[src/ldpf_pkg.sv]
// Package for the LCD duty, power and frame interrupt register slice.
// Assumes a 32-bit classic Wishbone slave with byte-wide registers.
package ldpf_pkg;

    // Register word indices; the byte address is four times the index.
    localparam logic [15:0] IDX_DUTY_SELECT = 16'h50A2;
    localparam logic [15:0] IDX_REGULATOR_CONTROL = 16'h50A3;
    localparam logic [15:0] IDX_BOOSTER_CONTROL = 16'h50A4;
    localparam logic [15:0] IDX_FRAME_IRQ_MASK = 16'h50A5;
    localparam logic [15:0] IDX_FRAME_IRQ_FLAG = 16'h50A6;

    localparam int ADDR_W = 18;
    localparam int DATA_W = 32;

    // Field positions.
    localparam int DUTY_LSB = 0;
    localparam int DUTY_MSB = 1;
    localparam int HEAVY_LOAD_BIT = 4;
    localparam int SOURCE_SEL_BIT = 1;
    localparam int BOOSTER_ON_BIT = 0;
    localparam int FRAME_IE_BIT = 0;
    localparam int FRAME_IF_BIT = 0;

    // Duty codes and reset values.
    localparam logic [1:0] DUTY_1_32 = 2'h2;
    localparam logic [1:0] DUTY_1_16 = 2'h1;
    localparam logic [1:0] DUTY_RESET = DUTY_1_32;
    localparam logic [7:0] BYTE_ZERO = 8'h00;
    localparam logic [31:0] WORD_ZERO = 32'h0000_0000;

    // Electrode ranges for each duty.
    localparam logic [6:0] COMMON_LAST_1_32 = 7'h1F;
    localparam logic [6:0] SEGMENT_LAST_1_32 = 7'h37;
    localparam logic [6:0] COMMON_LAST_1_16 = 7'h0F;
    localparam logic [6:0] SEGMENT_LAST_1_16 = 7'h47;

    typedef enum logic [1:0] {
        LDPF_DUTY_1_16 = 2'h1,
        LDPF_DUTY_1_32 = 2'h2
    } ldpf_duty_e;

    // Classic Wishbone request from the master.
    typedef struct packed {
        logic cyc;
        logic stb;
        logic we;
        logic [3:0] sel;
        logic [ADDR_W-1:0] adr;
        logic [DATA_W-1:0] dat;
    } ldpf_wb_req_s;

    // Drive configuration toward the panel and power blocks.
    typedef struct packed {
        logic duty_1_32;
        logic [6:0] common_last;
        logic [6:0] segment_last;
        logic heavy_load_protect;
        logic regulator_source_sel;
        logic booster_on;
    } ldpf_drive_cfg_s;

endpackage

[src/ldpf_edge_sync.sv]
// Two-flop synchroniser with rising-edge pulse on the synchronised level.
// Assumes the input comes from outside the clk_i domain.
`timescale 1ns/100ps
module ldpf_edge_sync (
    // Clock and reset
    input wire logic clk_i,
    input wire logic rst_i,
    // Level in, edge out
    input wire logic level_i,
    output logic rise_o
);
    logic meta_reg;
    logic sync_reg;
    logic last_reg;

    always_ff @(posedge clk_i) begin
        if (rst_i) begin
            meta_reg <= 1'b0;
            sync_reg <= 1'b0;
            last_reg <= 1'b0;
        end else begin
            meta_reg <= level_i;
            sync_reg <= meta_reg;
            last_reg <= sync_reg;
        end
    end

    assign rise_o = sync_reg & ~last_reg;
endmodule

[src/ldpf_regs.sv]
// Register slice of the LCD driver: duty select, regulator and booster
// control, frame interrupt mask and flag, on a classic Wishbone slave.
// Assumes the frame signal arrives asynchronously and the interrupt
// controller input is level-triggered.
`timescale 1ns/100ps
import ldpf_pkg::*;

module ldpf_regs (
    // Clock and reset
    input wire logic clk_i,
    input wire logic rst_i,
    // Wishbone slave
    input wire ldpf_pkg::ldpf_wb_req_s wb_req_i,
    output logic [ldpf_pkg::DATA_W-1:0] wb_dat_o,
    output logic wb_ack_o,
    output logic wb_err_o,
    // Frame signal from the timing generator
    input wire logic frame_i,
    // Drive configuration and interrupt request
    output ldpf_pkg::ldpf_drive_cfg_s drive_cfg_o,
    output logic irq_o
);
    import ldpf_pkg::*;

    typedef enum logic [1:0] {
        ST_IDLE = 2'b01,
        ST_ACK = 2'b10
    } ldpf_state_e;

    ldpf_state_e state_reg;
    logic [1:0] duty_code_reg;
    logic heavy_load_protect_reg;
    logic regulator_source_sel_reg;
    logic booster_on_reg;
    logic frame_irq_enable_reg;
    logic frame_irq_flag_reg;
    logic frame_irq_flag_next;
    logic frame_rise;
    logic req;
    logic wr_lane0;
    logic hit;
    logic [7:0] rd_byte;
    logic [15:0] idx;

    // Decodes a register index to a one-hot select of the five registers.
    function automatic logic [4:0] reg_sel(input logic [15:0] index);
        logic [4:0] s;
        s = 5'h00;
        case (index)
            IDX_DUTY_SELECT: s = 5'h01;
            IDX_REGULATOR_CONTROL: s = 5'h02;
            IDX_BOOSTER_CONTROL: s = 5'h04;
            IDX_FRAME_IRQ_MASK: s = 5'h08;
            IDX_FRAME_IRQ_FLAG: s = 5'h10;
            default: s = 5'h00;
        endcase
        return s;
    endfunction

    ldpf_edge_sync u_frame_sync (
        .clk_i(clk_i),
        .rst_i(rst_i),
        .level_i(frame_i),
        .rise_o(frame_rise)
    );

    assign idx = wb_req_i.adr[ADDR_W-1:2];
    assign req = wb_req_i.cyc & wb_req_i.stb & (state_reg == ST_IDLE);
    assign hit = |reg_sel(idx);
    // Registers live in byte lane 0; other lanes are ignored.
    assign wr_lane0 = req & hit & wb_req_i.we & wb_req_i.sel[0];

    // One wait state: answer in the cycle after the request, then drop.
    always_ff @(posedge clk_i) begin
        if (rst_i) begin
            state_reg <= ST_IDLE;
        end else begin
            case (state_reg)
                ST_IDLE: begin
                    if (wb_req_i.cyc & wb_req_i.stb) begin
                        state_reg <= ST_ACK;
                    end
                end
                ST_ACK: state_reg <= ST_IDLE;
                default: state_reg <= ST_IDLE;
            endcase
        end
    end

    always_ff @(posedge clk_i) begin
        if (rst_i) begin
            wb_ack_o <= 1'b0;
            wb_err_o <= 1'b0;
        end else begin
            wb_ack_o <= req & hit;
            wb_err_o <= req & ~hit;
        end
    end

    // Read data is captured with the request so it is stable at the ack edge.
    always_comb begin
        rd_byte = BYTE_ZERO;
        case (reg_sel(idx))
            5'h01: rd_byte[DUTY_MSB:DUTY_LSB] = duty_code_reg;
            5'h02: rd_byte[HEAVY_LOAD_BIT] = heavy_load_protect_reg;
            5'h04: begin
                rd_byte[SOURCE_SEL_BIT] = regulator_source_sel_reg;
                rd_byte[BOOSTER_ON_BIT] = booster_on_reg;
            end
            5'h08: rd_byte[FRAME_IE_BIT] = frame_irq_enable_reg;
            5'h10: rd_byte[FRAME_IF_BIT] = frame_irq_flag_reg;
            default: rd_byte = BYTE_ZERO;
        endcase
    end

    always_ff @(posedge clk_i) begin
        if (rst_i) begin
            wb_dat_o <= WORD_ZERO;
        end else if (req & hit & ~wb_req_i.we) begin
            wb_dat_o <= {24'h000000, rd_byte};
        end else begin
            wb_dat_o <= WORD_ZERO;
        end
    end

    // Duty select; reserved codes are stored as written, software avoids them.
    always_ff @(posedge clk_i) begin
        if (rst_i) begin
            duty_code_reg <= DUTY_RESET;
        end else if (wr_lane0 && reg_sel(idx) == 5'h01) begin
            duty_code_reg <= wb_req_i.dat[DUTY_MSB:DUTY_LSB];
        end
    end

    always_ff @(posedge clk_i) begin
        if (rst_i) begin
            heavy_load_protect_reg <= 1'b0;
        end else if (wr_lane0 && reg_sel(idx) == 5'h02) begin
            heavy_load_protect_reg <= wb_req_i.dat[HEAVY_LOAD_BIT];
        end
    end

    always_ff @(posedge clk_i) begin
        if (rst_i) begin
            regulator_source_sel_reg <= 1'b0;
            booster_on_reg <= 1'b0;
        end else if (wr_lane0 && reg_sel(idx) == 5'h04) begin
            regulator_source_sel_reg <= wb_req_i.dat[SOURCE_SEL_BIT];
            booster_on_reg <= wb_req_i.dat[BOOSTER_ON_BIT];
        end
    end

    always_ff @(posedge clk_i) begin
        if (rst_i) begin
            frame_irq_enable_reg <= 1'b0;
        end else if (wr_lane0 && reg_sel(idx) == 5'h08) begin
            frame_irq_enable_reg <= wb_req_i.dat[FRAME_IE_BIT];
        end
    end

    // A frame edge in the same cycle as a clearing write keeps the flag set.
    always_comb begin
        frame_irq_flag_next = frame_irq_flag_reg;
        if (wr_lane0 && reg_sel(idx) == 5'h10 && wb_req_i.dat[FRAME_IF_BIT]) begin
            frame_irq_flag_next = 1'b0;
        end
        if (frame_rise) begin
            frame_irq_flag_next = 1'b1;
        end
    end

    always_ff @(posedge clk_i) begin
        if (rst_i) begin
            frame_irq_flag_reg <= 1'b0;
        end else begin
            frame_irq_flag_reg <= frame_irq_flag_next;
        end
    end

    // The request is registered from the next flag so it tracks the flag
    // without an extra cycle of lag; software must use level trigger.
    always_ff @(posedge clk_i) begin
        if (rst_i) begin
            irq_o <= 1'b0;
        end else begin
            irq_o <= frame_irq_flag_next & frame_irq_enable_reg;
        end
    end

    // Drive configuration outputs, each straight from a flip-flop.
    always_ff @(posedge clk_i) begin
        if (rst_i) begin
            drive_cfg_o.duty_1_32 <= 1'b1;
            drive_cfg_o.common_last <= COMMON_LAST_1_32;
            drive_cfg_o.segment_last <= SEGMENT_LAST_1_32;
            drive_cfg_o.heavy_load_protect <= 1'b0;
            drive_cfg_o.regulator_source_sel <= 1'b0;
            drive_cfg_o.booster_on <= 1'b0;
        end else begin
            drive_cfg_o.duty_1_32 <= (duty_code_reg == DUTY_1_32);
            drive_cfg_o.common_last <= (duty_code_reg == DUTY_1_16) ?
                COMMON_LAST_1_16 : COMMON_LAST_1_32;
            drive_cfg_o.segment_last <= (duty_code_reg == DUTY_1_16) ?
                SEGMENT_LAST_1_16 : SEGMENT_LAST_1_32;
            drive_cfg_o.heavy_load_protect <= heavy_load_protect_reg;
            drive_cfg_o.regulator_source_sel <= regulator_source_sel_reg;
            drive_cfg_o.booster_on <= booster_on_reg;
        end
    end
endmodule

[config.mk]
export PLATFORM = sky130hd
export DESIGN_NAME = ldpf_regs
export DESIGN_NICKNAME = d
export VERILOG_FILES = /design/src/ldpf_pkg.sv /design/src/ldpf_edge_sync.sv /design/src/ldpf_regs.sv
export SDC_FILE = /design/constraint.sdc
export NUM_CORES = 1
export LEC_CHECK = 0
export ABC_AREA = 0
export BUFFER_PORTS_ARGS = -buffer_cell sky130_fd_sc_hd__buf_2
export CAP_MARGIN = 25
export CORE_ASPECT_RATIO = 0.7
export CORE_UTILIZATION = 30
export DETAILED_ROUTE_END_ITERATION = 16
export GPL_ROUTABILITY_DRIVEN = 0
export PLACE_DENSITY = 0.68
export SLEW_MARGIN = 0
export SYNTH_ARGS = -nofsm -noshare
export SYNTH_HDL_FRONTEND = slang
export SYNTH_SLANG_ARGS = --single-unit
export TNS_END_PERCENT = 10
[constraint.sdc]
create_clock -name clk_i -period 2.16 [get_ports clk_i]
set_input_delay 0.324 -clock clk_i [delete_from_list [all_inputs] [get_ports clk_i]]
set_output_delay 0.324 -clock clk_i [all_outputs]
set_load 0.03 [all_outputs]
### Yosys cells after proc, flatten, opt, wreduce, memory -nomap -nowiden

Cells that the tools add are included.

| operators by class | value |
|---|---|
| add/sub/neg operators | 0 |
| multiply operators | 0 |
| div/mod/pow operators | 0 |
| order comparisons | 0 |
| equality and inequality tests | 17 |
| shifts and indexed selects | 0 |
| multiplexer cells | 8 |
| bitwise gates (word level) | 15 |
| reductions and logical operators | 10 |

Operators by type and width:

| kind | count |
|---|---|
| equality test 16 x 15 -> 1 bit (second input constant) | 5 |
| case mux 5 bit (5 select lines) | 1 |
| equality test 5 x 1 -> 1 bit (second input constant) | 2 |
| equality test 5 x 2 -> 1 bit (second input constant) | 2 |
| equality test 5 x 3 -> 1 bit (second input constant) | 2 |
| equality test 5 x 4 -> 1 bit (second input constant) | 2 |
| 2-to-1 mux 5 bit | 2 |
| bitwise AND 1 bit | 9 |
| 2-to-1 mux 7 bit | 1 |
| logical AND 1 bit | 6 |
| inverter 1 bit | 6 |
| equality test 5 bit (second input constant) | 1 |
| OR reduction 5 bit | 1 |
| equality test 2 x 1 -> 1 bit (second input constant) | 2 |
| case mux 1 bit (4 select lines) | 1 |
| OR reduction 2 bit | 2 |
| OR reduction 3 bit | 1 |
| equality test 2 bit (second input constant) | 1 |
| 2-to-1 mux 1 bit | 2 |
| case mux 1 bit (2 select lines) | 1 |

| storage, ports and cells | value |
|---|---|
| register bits after elaboration | 65 |
| latch bits | 0 |
| RAM bits | 0 |
| bits in read-only memories | 0 |
| input bits | 60 |
| word-level logic and storage cells | 72 |
| memories | 0 |

### Depth between registers and ports, before layout

| logic depth | value |
|---|---|
| depth after elaboration | 11 |
| gate-level depth with buffers | 5 |
| gate-level depth less buffers | 4 |

### Hierarchy

A second synthesis with hierarchy kept.

| second synthesis, totals | value |
|---|---|
| cell total of the unflattened synthesis | 137 |
| area total of the unflattened synthesis | 1281.2 um^2 |

By module, submodules not included:

| module | instances | cells an instance | area each (um^2) | seq. area each (um^2) |
|---|---|---|---|---|
| ldpf_regs | 1 | 130 | 1193.6 | 420.4 |
| ldpf_edge_sync | 1 | 7 | 87.6 | 60.1 |

### Least setup slack after synthesis

Ideal clock, no wire load.

| path | value |
|---|---|
| path kind | input-to-reg |
| start | input port wb_req_i[45] (netlist bit) |
| end | register regulator_source_sel_reg |
| setup time | 0.121 ns |
| arrival time | 1.614 ns |
| data required time | 2.039 ns |
| slack | 0.424 ns |
| stages | 4 |
| path buffers | 0 |
| cells stage by stage | nor4_4 nand4_2 or4_4 mux2_4 |

| on the way | value |
|---|---|
| longest elaborated chain between the ends | 7 |
| elaborated cells between the ends (all ways) | 13 |
| those cells by class | eq/ne (6); mux (2); bitwise (3); reduce/logical (2) |

RTL lines:

| item | line | text |
|---|---|---|
| from (decl) | ldpf_regs.sv:13 | `input wire ldpf_pkg::ldpf_wb_req_s wb_req_i,` |
| equality test 16 x 15 -> 1 bit | ldpf_regs.sv:49 | `case (index)` |
| case mux 5 bit (5 select lines) * | ldpf_regs.sv:49 |  |
| OR reduction 5 bit | ldpf_regs.sv:69 | `assign hit = \|reg_sel(idx);` |
| bitwise AND 1 bit (3 in a row) | ldpf_regs.sv:71 | `assign wr_lane0 = req & hit & wb_req_i.we & wb_req_i.sel[0];` |
| logical AND 1 bit * | ldpf_regs.sv:147 | `end else if (wr_lane0 && reg_sel(idx) == 5'h04) begin` |
| to (signal assigned) | ldpf_regs.sv:148 | `regulator_source_sel_reg <= wb_req_i.dat[SOURCE_SEL_BIT];` |
| to (decl) | ldpf_regs.sv:33 | `logic regulator_source_sel_reg;` |

Every way passes the cells marked *; elsewhere a longest branch is shown, timed or not. The select of a mux whose other input is x is not followed.
A chain may end at the register's enable or synchronous reset.

### Final worst setup path

Same ends and word-level chain as after synthesis.

==> impl_metrics.yaml <==
global_route:
  grt_max_degree: 15
  grt-ovfl-total: 0
  gr-usage-all-layers_pct: 9.781
  grt_pass1_wl_mm: 3.339
  grt_pass1_vias: 753
  antenna_found_initial: 0
detailed_routing:
  via_count: 846
  wire_per_inst_um: 9.181
  wl_met3_um: 159
  vias_per_cell: 3.743
  firstDrtPassIters: 4
  drc: 0
  wl_met2_um: 965
  highest_layer: "met3"
  wirelength_mm: 2.075
  wl_met1_um: 950
  antenna_left: 0
  drt-initial-drc-count: 34
timing:
  skew_ps: 9.165
  fin_crit_sh_pct: 78.36
  slew_viol_final: 0
  rsz0062_at_grt: "false"
  finalHoldViolCount: 0
  setup_slack_ps: 467.5
  relSlewSlack_pct: 62.17
  max_freq_ghz: 0.5909
  finalSetupTns_ps: 0
  tightest_slew_ps: 562.3
  setup_viol: 0
  fin_crit_ps: 1692
clock_network:
  root_buffer: "clkbuf_8"
  clock_sinks: 24
  post-cts-setup-buffers: 0
  clockBufferDepth: 2
  clkTransAtPathRegs_ps: 90
  htreeDepth: 1
  cts_tree: "done"
  worstSkewPairLatency_ps: 270
  hold_buffers: 0
  post_cts_resized: 0
  numCtsBuffers: 3
placement:
  post-dp-hpwl_mm: 1.712
  portBuffers: 39
  dp_slack_ps: 181.1
  numPlacedInstances: 222
min_path:
  hold_path_startpoint: "frame_i"
  hold_class: "primary input to register"
layout:
  fillers: 440
  num_antenna_cells: 0
  final_util_pct: 35.64
  largest_register_ffs: 6
  drive_above_1_share_pct: 28.16
  stdcell_count: 226
  largest-register: "drive_cfg_o"
  top_regs: "drive_cfg_o x6, wb_dat_o x3"
  multi_input_area_um2: 568.0
  syn_to_final_growth_pct: 12.40
  layout.nets: 235
  seq_area_um2: 480.5
critical_path:
  r2r_start: "state_reg[1]"
  end_kind: "register"
  crit_start: "wb_req_i[45]"
  setup.worst_path.class: "primary input to register"
  cp_data_required_time_ps: 2330
  cp_max_fo: 6
  critPathLaunchType: "primary input"
  crit_arrival_ps: 1860
synth:
  ys_seq_elements: 24
  yosysMostFrequentCell: "buf_4"
  syn_inst: 137
  ys_types: 31
  netlist_area_um2: 1251
  yosysTopAreaCell: "dfxtp_1"
  synth_common_cells: "41 x buf_4, 24 x dfxtp_1, 8 x nor2_1"
  seq_area_frac_synth_pct: 38.40
  synth-edff-count: 0
  yosys_most_used_dff: "dfxtp_1"
  synth_top_area_share_pct: 38.40
  synth_area_leaders: "dfxtp_1 38%, buf_4 25%, mux2i_1 4.0%"
  ys_warn_count: 0
  ys_async_sr_fraction_pct: 0
  avgSynthCellArea_um2: 9.133
power_and_ir_drop:
  power.density_nw_per_um2: 700.4
  power.total_uw: 985.0
  p_leak_nw: 0.6952
  irDropWorstVdd_v: 0.0003049
floorplanning:
  die_area_um2: 4437
  core_um2: 3946
  initial_core_util_pct: 31.71
  rows: 19
  io_pins: 113
  die_h_um: 56.03
  die_w_um: 79.19
status:
  status: "completed"
flow_run:
  cap_violations: 0
==> placed cells by master, fill, tap and decap left out, types with 3 or more instances in the layout <==
master / Yosys / final
nor4_1: 3 / 3
nand2_1: 6 / 6
buf_2: 0 / 39
nor3b_1: 3 / 3
nor2b_1: 7 / 7
mux2i_1: 5 / 5
dfxtp_1: 24 / 24
a21oi_1: 3 / 3
nor2_1: 8 / 8
conb_1: 2 / 39
clkbuf_8: 0 / 3
inv_1: 7 / 7
nand2b_1: 3 / 3
==> metrics by stage <==
stage	hold WS [ps]	area (um2)
3_3_place_gp	419.5	1335
5_1_grt	280.9	1406
6_report	267.0	1406
2_1_floorplan	402.5	1390
3_5_place_dp	446.8	1335
4_1_cts	262.1	1406
==> where the power goes <==
| part | internal (mW) | switching (mW) |
|---|---|---|
| clock | 0.248 | 0.139 |
| sequential | 0.448 | 0.00150 |
| combinational | 0.0288 | 0.121 |
==> worst paths after layout <==
path | depth (start not counted) | to | slack [ps]
worst max-delay path | 5 | regulator_source_sel_reg | 470
worst min-delay path | 2 | u_frame_sync.meta_reg | 270
worst max register to register | 4 | regulator_source_sel_reg | 480
worst min register to register | 1 | u_frame_sync.sync_reg | 460
==> routing by layer <==
| layer | vias to the layer above | global-route usage (%) |
|---|---|---|
| li1 | 443 | - |
| met1 | 372 | 12.35 |
| met2 | 31 | 15.76 |
| met3 | 0 | 4.590 |
| met4 | 0 | 0.7792 |
| met5 | - | 0 |
==> worst max-delay path, cell delays in order <==
cell and delay [ps]:
buf_2 110, nor4_4 300, nand4_2 230, or4_4 590
mux2_4 310
==> kinds of logic (layout without fill, tap and decap cells) <==
group                  Yosys count  in the layout  synth area share, %
AOI/OAI and AO/OA                7              7                3.100
DFF                             24             24                38.40
other                            2             39               0.6002
muxes                            7              7                6.100
and+or+nand+nor                 47             47                24.50
buffers and inverters           50             50                27.30
==> cell type report <==
class / instances / share of cell area (%)
multi-input combinational: 100 / 40.39
sequential: 24 / 34.16
timing repair buffer: 39 / 13.88
tap: 52 / 4.626
clock buffer: 3 / 2.936
clock inverter: 1 / 2.135
inverter: 7 / 1.868
Power figures use the tool's default switching activity.
